--- src/mmicp_pkg.sv ---
// package: register map, field layout and timing constants of the interrupt combiner
package mmicp_pkg;
	// register byte offsets
	localparam logic [3:0] OFS_GATE_CONTROL = 4'h4;
	localparam logic [3:0] OFS_PACING_COUNT = 4'h8;
	localparam logic [3:0] OFS_IRQ_STATUS = 4'hC;
	localparam logic [3:0] OFS_IRQ_MASK = 4'h0;
	// field layout
	localparam int ENABLE_BIT = 0;
	localparam int PACE_W = 17;
	localparam int SRC_W = 20;
	localparam int TX_LSB = 0;
	localparam int RX_LSB = 8;
	localparam int STAT_BIT = 16;
	localparam int HOST_BIT = 17;
	localparam int LINK_BIT = 18;
	localparam int USER_BIT = 19;
	// event bits: irq_assert, enable_rise, pace_expired
	localparam int EV_W = 3;
	localparam int EV_ASSERT = 0;
	localparam int EV_ENABLE = 1;
	localparam int EV_EXPIRE = 2;
	// reset values
	localparam logic GATE_RESET = 1'b0;
	localparam logic [PACE_W-1:0] PACE_RESET = 17'h00000;
	localparam logic [PACE_W-1:0] PACE_MAX = 17'h1FFFF;
	// pacing tick: pll rate divided by six
	localparam int PLL_DIV = 6;
	localparam logic [2:0] DIV_LAST = 3'(PLL_DIV - 1);
endpackage

--- src/mmicp_combiner.sv ---
// file: mac and management-serial interrupt combiner with pacing timer and avalon registers
//
// The implementer's own choice: register access over Avalon-MM.
`timescale 1ns/10ps
// ============================================================
// Behaviour
// all mac and management-serial interrupt lines are merged into one cpu interrupt.
// a cause vector shows, one mclk later, the twenty source bits, each link and management-serial pair ORed into one.
// with the global enable at 0 the combined interrupt is held low.
// with the global enable at 1 any active source raises the combined interrupt.
// setting the enable again with sources pending raises the output anew.
// software clears the enable on entry and sets it again after clearing its sources.
// each enabling loads the programmed pacing count into the down-counter.
// no further combined interrupt is raised until the pacing counter reaches zero.
// the pacing counter steps down at one sixth of the pll rate.
// the pacing count resets to zero and accepts values up to 1FFFF.
// the gate control register holds the enable in bit 0, other bits read zero.
// in the idle state clocks stop and all register values are kept.
// the synchronized reset returns all registers to their defaults.
// the pacing counter loads only on a 0 to 1 change of the enable.
// the output rises only with a source active, enable set and counter at zero.
// the combined output comes from a register clocked by mclk.
module mmicp_combiner (
	// clock and reset
	input wire logic mclk,
	input wire logic rst,
	// pll rate enable pulse
	input wire logic pll_tick,
	// interrupt sources
	input wire logic [7:0] tx_channel_irq,
	input wire logic [7:0] rx_channel_irq,
	input wire logic counter_overflow_irq,
	input wire logic descriptor_error_irq,
	input wire logic [1:0] link_change_irq,
	input wire logic [1:0] mgmt_cmd_done_irq,
	// avalon-mm slave
	input wire logic [3:0] avs_address,
	input wire logic avs_read,
	input wire logic avs_write,
	input wire logic [31:0] avs_writedata,
	input wire logic [3:0] avs_byteenable,
	output logic [31:0] avs_readdata,
	output logic avs_waitrequest,
	// outputs
	output logic combined_cpu_irq,
	output logic [mmicp_pkg::SRC_W-1:0] irq_cause_vector,
	output logic status_irq
);
	// ============================================================
	// sources
	logic [mmicp_pkg::SRC_W-1:0] src;
	logic any_src;

	assign src[mmicp_pkg::TX_LSB +: 8] = tx_channel_irq;
	assign src[mmicp_pkg::RX_LSB +: 8] = rx_channel_irq;
	assign src[mmicp_pkg::STAT_BIT] = counter_overflow_irq;
	assign src[mmicp_pkg::HOST_BIT] = descriptor_error_irq;
	assign src[mmicp_pkg::LINK_BIT] = |link_change_irq;
	assign src[mmicp_pkg::USER_BIT] = |mgmt_cmd_done_irq;
	assign any_src = |src;

	// ============================================================
	// bus handshake
	// one wait cycle per access, so read data come straight from a flop
	logic acc_r;
	logic acc;
	logic wr_go;
	logic rd_go;

	assign acc = (avs_read || avs_write) && !acc_r;
	assign wr_go = avs_write && acc_r;
	assign rd_go = avs_read && acc_r;

	// ============================================================
	// registers
	// idle state just stops mclk; nothing here reinitialises on resume
	logic gate_r;
	logic gate_nxt;
	logic [mmicp_pkg::PACE_W-1:0] pace_cfg_r;
	logic [mmicp_pkg::PACE_W-1:0] pace_cfg_nxt;
	logic [mmicp_pkg::PACE_W-1:0] pace_cnt_r;
	logic [mmicp_pkg::PACE_W-1:0] pace_cnt_nxt;
	logic [mmicp_pkg::EV_W-1:0] stat_r;
	logic [mmicp_pkg::EV_W-1:0] stat_nxt;
	logic [mmicp_pkg::EV_W-1:0] mask_r;
	logic [mmicp_pkg::EV_W-1:0] mask_nxt;
	logic irq_nxt;
	logic div_tick;

	wire sel_gate = avs_address == mmicp_pkg::OFS_GATE_CONTROL;
	wire sel_pace = avs_address == mmicp_pkg::OFS_PACING_COUNT;
	wire sel_stat = avs_address == mmicp_pkg::OFS_IRQ_STATUS;
	wire sel_mask = avs_address == mmicp_pkg::OFS_IRQ_MASK;
	wire [2:0] lane_hi = {avs_byteenable[2], avs_byteenable[1], avs_byteenable[0]};

	assign gate_nxt = (wr_go && sel_gate && avs_byteenable[0])
		? avs_writedata[mmicp_pkg::ENABLE_BIT] : gate_r;

	// byte-wise write of the 17-bit count, bit 16 in lane 2
	assign pace_cfg_nxt = (wr_go && sel_pace) ? {
		lane_hi[2] ? avs_writedata[16] : pace_cfg_r[16],
		lane_hi[1] ? avs_writedata[15:8] : pace_cfg_r[15:8],
		lane_hi[0] ? avs_writedata[7:0] : pace_cfg_r[7:0]} : pace_cfg_r;

	wire enable_rise = gate_nxt && !gate_r;
	wire pace_zero = pace_cnt_r == mmicp_pkg::PACE_RESET;

	// load only on the rising enable, otherwise count down on the divided tick
	assign pace_cnt_nxt = enable_rise ? pace_cfg_r
		: ((div_tick && !pace_zero) ? pace_cnt_r - 17'h00001 : pace_cnt_r);

	// enable low forces the line low; enable high passes sources once paced out
	assign irq_nxt = gate_r && pace_zero && any_src;

	// ============================================================
	// event status, write one to clear, set wins over clear
	wire [mmicp_pkg::EV_W-1:0] ev;
	wire [mmicp_pkg::EV_W-1:0] w1c;

	assign ev[mmicp_pkg::EV_ASSERT] = irq_nxt && !combined_cpu_irq;
	assign ev[mmicp_pkg::EV_ENABLE] = enable_rise;
	assign ev[mmicp_pkg::EV_EXPIRE] = div_tick &&
		(pace_cnt_r == 17'h00001) && !enable_rise;
	assign w1c = (wr_go && sel_stat && avs_byteenable[0])
		? avs_writedata[mmicp_pkg::EV_W-1:0] : '0;
	assign stat_nxt = (stat_r & ~w1c) | ev;
	assign mask_nxt = (wr_go && sel_mask && avs_byteenable[0])
		? avs_writedata[mmicp_pkg::EV_W-1:0] : mask_r;

	// ============================================================
	// read mux
	logic [31:0] rdata;

	always_comb begin
		rdata = 32'h00000000;
		if (sel_gate) begin
			rdata[mmicp_pkg::ENABLE_BIT] = gate_r;
		end else if (sel_pace) begin
			rdata[mmicp_pkg::PACE_W-1:0] = pace_cfg_r;
		end else if (sel_stat) begin
			rdata[mmicp_pkg::EV_W-1:0] = stat_r;
		end else if (sel_mask) begin
			rdata[mmicp_pkg::EV_W-1:0] = mask_r;
		end
	end

	// ============================================================
	// pacing tick divider
	mmicp_tick_div #(
		.DIV(mmicp_pkg::PLL_DIV)
	) u_div (
		.mclk(mclk),
		.rst(rst),
		.pll_tick(pll_tick),
		.div_tick(div_tick)
	);

	// ============================================================
	// flops; the power controller's synchronized reset drives rst
	always_ff @(posedge mclk or posedge rst) begin
		if (rst) begin
			gate_r <= mmicp_pkg::GATE_RESET;
			pace_cfg_r <= mmicp_pkg::PACE_RESET;
			pace_cnt_r <= mmicp_pkg::PACE_RESET;
			stat_r <= '0;
			mask_r <= '0;
			acc_r <= 1'b0;
		end else begin
			gate_r <= gate_nxt;
			pace_cfg_r <= pace_cfg_nxt;
			pace_cnt_r <= pace_cnt_nxt;
			stat_r <= stat_nxt;
			mask_r <= mask_nxt;
			acc_r <= acc;
		end
	end

	always_ff @(posedge mclk or posedge rst) begin
		if (rst) begin
			combined_cpu_irq <= 1'b0;
			irq_cause_vector <= '0;
			status_irq <= 1'b0;
			avs_readdata <= 32'h00000000;
		end else begin
			combined_cpu_irq <= irq_nxt;
			irq_cause_vector <= src;
			status_irq <= |(stat_nxt & mask_nxt);
			avs_readdata <= acc ? rdata : avs_readdata;
		end
	end

	// waitrequest high in the first cycle of each access
	always_ff @(posedge mclk or posedge rst) begin
		if (rst) begin
			avs_waitrequest <= 1'b1;
		end else begin
			avs_waitrequest <= !acc;
		end
	end
endmodule

--- src/mmicp_tick_div.sv ---
// file: divider making a one-cycle enable pulse at one sixth of the pll rate
`timescale 1ns/10ps
module mmicp_tick_div #(
	parameter int DIV = mmicp_pkg::PLL_DIV
) (
	// clock and reset
	input wire logic mclk,
	input wire logic rst,
	// pll rate enable in, divided enable out
	input wire logic pll_tick,
	output logic div_tick
);
	localparam logic [2:0] LAST = 3'(DIV - 1);

	logic [2:0] cnt_r;
	logic [2:0] cnt_nxt;
	logic wrap;

	assign wrap = pll_tick && (cnt_r == LAST);
	assign cnt_nxt = wrap ? 3'h0 : (pll_tick ? cnt_r + 3'h1 : cnt_r);

	always_ff @(posedge mclk or posedge rst) begin
		if (rst) begin
			cnt_r <= 3'h0;
			div_tick <= 1'b0;
		end else begin
			cnt_r <= cnt_nxt;
			div_tick <= wrap;
		end
	end
endmodule

--- config.mk ---
export PLATFORM = sky130hd
export DESIGN_NAME = mmicp_combiner
export DESIGN_NICKNAME = d
export VERILOG_FILES = /design/src/mmicp_pkg.sv /design/src/mmicp_combiner.sv /design/src/mmicp_tick_div.sv
export SDC_FILE = /design/constraint.sdc
export NUM_CORES = 1
export LEC_CHECK = 0
export ABC_AREA = 1
export BUFFER_PORTS_ARGS = -buffer_cell sky130_fd_sc_hd__buf_2
export CAP_MARGIN = 10
export CORE_ASPECT_RATIO = 0.6
export CORE_MARGIN = 3
export CORE_UTILIZATION = 30
export DETAILED_ROUTE_END_ITERATION = 10
export PLACE_DENSITY = 0.55
export SLEW_MARGIN = 30
export SYNTH_ARGS = -nofsm -noshare
export SYNTH_HDL_FRONTEND = slang
export SYNTH_SLANG_ARGS = --single-unit
export TNS_END_PERCENT = 100
--- constraint.sdc ---
create_clock -name mclk -period 3.8 [get_ports mclk]
set_clock_uncertainty 0.15 [all_clocks]
set_input_delay 0.57 -clock mclk [delete_from_list [all_inputs] [get_ports mclk]]
set_output_delay 0.57 -clock mclk [all_outputs]
set_load 0.05 [all_outputs]
==> impl_metrics.json, run 1 <==
{
  "status": "completed",
  "power_density_nw_per_um2": 619.3,
  "synth_simple_gate_area_share_pct": 26.69,
  "layout_commonest_cell": "nand2_1",
  "min_period_ns": 2.116,
  "ys_types": 37,
  "cts.sinks": 86,
  "cap_violations": 0,
  "critPathLaunch": "gate_r",
  "dr.pass1.iters": 5,
  "cts-root-buf": "clkbuf_16",
  "drive_gt1_share_pct": 23.61,
  "muxShareOfSynthArea_pct": 0,
  "post-place-ws_ns": 1.364,
  "r2r-end": "pace_cnt_r[3]",
  "fillCellCount": 1332,
  "grt_usage_pct": 13.68,
  "max_freq_mhz": 472.6,
  "r2r_cells": 6,
  "wl_met2_um": 3786,
  "die_area_um2": 14800,
  "place_congestion": 0.8535,
  "ctsHoldBuffers": 0,
  "start_util_pct": 31.92,
  "final_cell_mix": "nand2_1 (122), buf_2 (90), dfrtp_1 (85)",
  "worstSetupPathType": "register to register",
  "slew_violations": 0,
  "synth-compound-area-share_pct": 6.227,
  "met1Wirelength_um": 5090,
  "tightest_slew_ns": 0.6829,
  "die_w_um": 155.1,
  "grt_max_degree": 40,
  "dr.max_layer_used": "met4",
  "yosysWarnings": 0,
  "synth_xor_area_share_pct": 2.847,
  "htree_levels": 3,
  "diodes": 0,
  "rrSetupSlack_ns": 1.68,
  "grt_pass1_wl_um": 15930,
  "relSlewSlack_pct": 54.35,
  "fin_crit_sh_pct": 55.68,
  "core.rowCount": 31,
  "wl_um": 9521,
  "setup_tns_ns": 0,
  "hpwl_um": 7347,
  "holdCritPathClass": "input pin to asynchronous set/reset pin",
  "rsz0062_at_grt": "no",
  "seq_area_frac_synth_pct": 53.85,
  "via_per_inst": 4.383,
  "layout.nets": 627,
  "fin_ws_ns": 1.684,
  "antenna_found_initial": 0,
  "path_max_fanout": 19,
  "critPathArrivalTime_ns": 2.23,
  "clk_latency_ns": 0.33,
  "p_leak_uw": 0.002564,
  "cp-endpoint": "pace_cnt_r[3]",
  "clk_pin_slew_ns": 0.06,
  "multi_input_area_um2": 1549,
  "ant_nets": 0,
  "setup_viol": 0,
  "syn2layout_area_growth_pct": 21.34,
  "port_buffers": 90,
  "dr_total_vias": 3173,
  "cp-start-kind": "register",
  "cts_tree": "yes",
  "grt.overflow.total": 0,
  "grt_pass1_vias": 3119,
  "syn_avg_cell_area_um2": 8.693,
  "synth-adder-area-share_pct": 1.564,
  "cts_buffer_depth": 2,
  "final-seq-area_um2": 2153,
  "die_h_um": 95.43,
  "cts_buffers": 9,
  "power_uw": 3005,
  "core_area_um2": 12530,
  "cts_resized": 0,
  "drt_iter0_markers": 134,
  "syn_area_um2": 3999,
  "r2r_start": "gate_r",
  "hold_viol_final": 0,
  "cts_setup_buffers": 0,
  "drc": 0,
  "critPathCaptureType": "register",
  "io_pins": 122,
  "synth_top_family_by_area": "simple AND/OR/NAND/NOR gates",
  "routedWlPerCell_um": 13.15,
  "routed-wl-met3_um": 626,
  "ys_ff_latch": 86,
  "crit_required_ns": 3.91,
  "peakVddDrop_mv": 0.3026,
  "synth_cells": 460
}
-- metrics by stage --
step	util, %	hold WS (ns)	instance area (um^2)	cells
global placement	36.46	0.3160	4568	709
detailed placement	36.46	0.3124	4568	709
CTS	38.73	0.1769	4852	724
global route	38.73	0.1839	4852	724
finish	38.73	0.1630	4852	724
floorplan	-	0.3083	4051	474
-- cell usage after synthesis --
cell type / count / area [um^2]
or2_2: 1 / 6.260
buf_2: 2 / 10.01
nor2_1: 54 / 202.7
a21oi_1: 17 / 85.08
nand4_2: 1 / 12.51
inv_2: 5 / 18.77
dfstp_2: 1 / 26.28
buf_4: 16 / 120.1
xnor2_1: 5 / 43.79
nand3_2: 3 / 30.03
nand4_4: 1 / 21.27
inv_1: 45 / 168.9
nand2_4: 1 / 11.26
clkbuf_1: 3 / 11.26
o211ai_1: 2 / 15.01
nor2_8: 2 / 40.04
nor3_1: 2 / 10.01
xor2_1: 8 / 70.07
nand3_1: 31 / 155.2
a31oi_1: 1 / 6.260
ha_1: 5 / 62.56
nor3_4: 1 / 16.27
clkinv_2: 1 / 5.000
nor2_4: 2 / 22.52
o21ai_0: 19 / 95.09
and3_1: 1 / 6.260
dfrtp_1: 85 / 2127
buf_8: 1 / 15.01
nor4_1: 1 / 6.260
conb_1: 1 / 3.750
nand4_1: 1 / 6.260
a211oi_1: 1 / 7.510
nand2_2: 1 / 6.260
and2_1: 1 / 6.260
o21ai_1: 8 / 40.04
nand2_1: 122 / 457.9
nor2_2: 8 / 50.05
-- power breakdown --
group | total, uW | internal, uW | switching (uW)
Combinational | 938 | 315 | 624
Clock | 847 | 525 | 322
Sequential | 1220 | 1080 | 142
-- state kept, by name, indices dropped and copies added (netlist names) --
register          cells
avs_readdata         17
pace_cfg_r           17
gate_r                1
status_irq            1
u_div.cnt_r           3
mask_r                3
u_div.div_tick        1
stat_r                3
irq_cause_vector     20
acc_r                 1
combined_cpu_irq      1
avs_waitrequest       1
pace_cnt_r           17
-- cell type report --
type	count	area share, %
clock buffers	14	5.235
clock inverters	1	0.6189
inverters	51	3.997
multi-input cells	315	31.92
flip-flops and latches	86	44.38
well taps	165	4.255
repair buffers	92	9.593
-- routing by layer --
metal / up-vias / GRT usage, %
met1: 1485 / 20.93
met5: - / 0
li1: 1598 / -
met4: 0 / 2.866
met2: 88 / 18.79
met3: 2 / 4.172
-- critical path: stages (launching register included) --
cell and delay (ns):
dfrtp_1 0.46, inv_1 0.14, nand4_4 0.19, clkinv_2 0.33, nor3_4 0.53, nand2_1 0.14
nand3_1 0.10
-- kinds of logic (layout without fill, tap and decap cells) --
| kind of cell | Yosys count | after routing |
|---|---|---|
| DFF | 86 | 86 |
| xor gates and xnor gates | 13 | 13 |
| other | 1 | 15 |
| buffers and inverters | 73 | 158 |
| AOI/OAI and AO/OA | 48 | 48 |
| adders and majority gates | 5 | 5 |
| and+or+nand+nor | 234 | 234 |
-- worst min-delay path by stage --
| stage | end | depth (start not counted) |
|---|---|---|
| 3_5_place_dp | avs_readdata[1] | 2 |
| 4_1_cts | irq_cause_vector[11] | 2 |
| 6_report | irq_cause_vector[11] | 2 |
| 3_3_place_gp | avs_readdata[12] | 2 |
| 2_1_floorplan | u_div.cnt_r[2] | 1 |
| 5_1_grt | irq_cause_vector[16] | 1 |
No activity file was read; power rests on OpenSTA's default activity.
==> run 2, diff against run 1 <==
==> constraint.sdc (replaced) <==
create_clock -name mclk -period 2.1 [get_ports mclk]
set_clock_uncertainty 0.15 [all_clocks]
set_input_delay 0.315 -clock mclk [delete_from_list [all_inputs] [get_ports mclk]]
set_output_delay 0.315 -clock mclk [all_outputs]
set_load 0.05 [all_outputs]
==> impl_metrics.json, run 2 (same netlist as run 1, synthesis figures left out) <==
{
  "status": "completed",
  "path_buf_inv": 3,
  "cts_buffers": 9,
  "path_delay_family": "simple AND/OR/NAND/NOR gates",
  "die_h_um": 95.43,
  "final_cell_mix": "nand2_1 (122), buf_2 (90), dfrtp_1 (85)",
  "grt_usage_pct": 13.98,
  "largest_register_ffs": 20,
  "grt_pass1_wl_um": 16230,
  "peakVddDrop_mv": 0.4634,
  "crit_required_ns": 2.18,
  "ant_nets": 0,
  "syn2layout_area_growth_pct": 29.29,
  "io_pins": 122,
  "p_leak_uw": 0.002703,
  "core.rowCount": 31,
  "grt_pass1_vias": 3235,
  "cts.sinks": 86,
  "relSlewSlack_pct": 63.61,
  "diodes": 0,
  "drt_iter0_markers": 185,
  "start_util_pct": 31.92,
  "grt_max_degree": 38,
  "htree_levels": 3,
  "wl_um": 9830,
  "critPathArrivalTime_ns": 1.94,
  "fin_ws_ns": 0.2344,
  "via_per_inst": 4.322,
  "place_congestion": 0.8636,
  "max_freq_mhz": 536.0,
  "power_density_nw_per_um2": 1063,
  "core_area_um2": 12530,
  "clk_latency_ns": 0.34,
  "holdCritPathClass": "input pin to register",
  "regMostFlops": "irq_cause_vector",
  "drive_gt1_share_pct": 24.75,
  "utilization_pct": 41.27,
  "critPathMaxStageDelay_ns": 0.39,
  "placed_area_um2": 4691,
  "layout_commonest_cell": "nand2_1",
  "drc": 0,
  "hpwl_um": 7472,
  "port_buffers": 90,
  "hold_viol_final": 0,
  "min_period_ns": 1.866,
  "final_cell_area_um2": 5170,
  "cap_violations": 0,
  "cts_buffer_depth": 2,
  "clk_pin_slew_ns": 0.06,
  "path_cells": "inv_1, ha_1, inv_1, nor2_1, nand4_2, nor2_8, nor2_4, nor2_8, inv_2, nand3_1, nand2_1",
  "layout.nets": 657,
  "slowest_stage": "dfrtp_1",
  "setup_viol": 0,
  "path_max_fanout": 18,
  "post-place-ws_ns": 0.2176,
  "cts_tree": "yes",
  "rsz0062_at_grt": "no",
  "critPathCaptureType": "register",
  "holdWs_ns": 0.03388,
  "fin_crit_sh_pct": 88.84,
  "tightest_slew_ns": 0.5447,
  "routedWlPerCell_um": 13.02,
  "cp-start-kind": "register",
  "antenna_found_initial": 0,
  "grt.overflow.total": 0,
  "die_w_um": 155.1,
  "dr.pass1.iters": 4,
  "setup_tns_ns": 0,
  "slew_violations": 0,
  "die_area_um2": 14800,
  "worstSetupPathType": "register to register",
  "cts-root-buf": "clkbuf_16",
  "dr_total_vias": 3263
}
-- run 2: cell types whose count changed in the layout (fill, tap and decap cells not counted), sizes merged --
cell | before | now
dlygate4sd3 | 0 | 19
buf | 92 | 103
bufinv | 1 | 0
clkinv | 2 | 1
clkinvlp | 0 | 3
-- run 2: path summary, 6_finish.rpt --
check                      depth (start not counted)              endpoint                  from  slack (ns)
setup / recovery                                  11         pace_cnt_r[9]         pace_cnt_r[1]        0.23
hold / removal                                     2  irq_cause_vector[19]  mgmt_cmd_done_irq[1]        0.03
setup reg to reg                                  11         pace_cnt_r[9]         pace_cnt_r[1]        0.23
hold reg to reg                                    2      avs_readdata[12]      avs_readdata[12]        0.33
max in group asynchronous                          4       avs_waitrequest                   rst        0.79
min in group asynchronous                          3        pace_cnt_r[16]                   rst        0.43
-- run 2: cell type report --
| cell class | count | area [um^2] |
|---|---|---|
| clock buffers | 14 | 274.0 |
| flip-flops and latches | 86 | 2153 |
| multi-input cells | 315 | 1549 |
| repair buffers | 122 | 775.7 |
| inverters | 51 | 196.4 |
| well taps | 165 | 206.4 |
| fillers | 1257 | 7358 |
| clock inverters | 2 | 15.01 |
-- run 2: timing repair --
action / 4_1_cts / 5_1_grt
gates resized for setup: 0 / 0
buffers inserted: 0 / 0
setup endpoints to repair: 0 / 0
endpoints found under the hold margin: 38 / 0
hold buffers: 19 / 0
-- run 2: power by group --
part	switching (uW)	total, uW	internal [uW]
combinational	1150	1770	625
sequential	249	2200	1950
clock	623	1520	900
-- run 2: metal layers --
metal  vias to the layer above  GRT usage, %  share of wire, %
li1                       1656             -                 -
met1                      1508         20.94                54
met2                        88         19.51                38
met3                        11         4.399               6.7
met4                         0         3.306               1.0
met5                         -             0                 0
-- run 2: per-stage QoR --
stage          total power (uW)  std cells
2_1_floorplan              3576        474
3_3_place_gp               3944        720
3_5_place_dp               3972        720
4_1_cts                    5553        755
5_1_grt                    5898        755
6_report                   5496        755
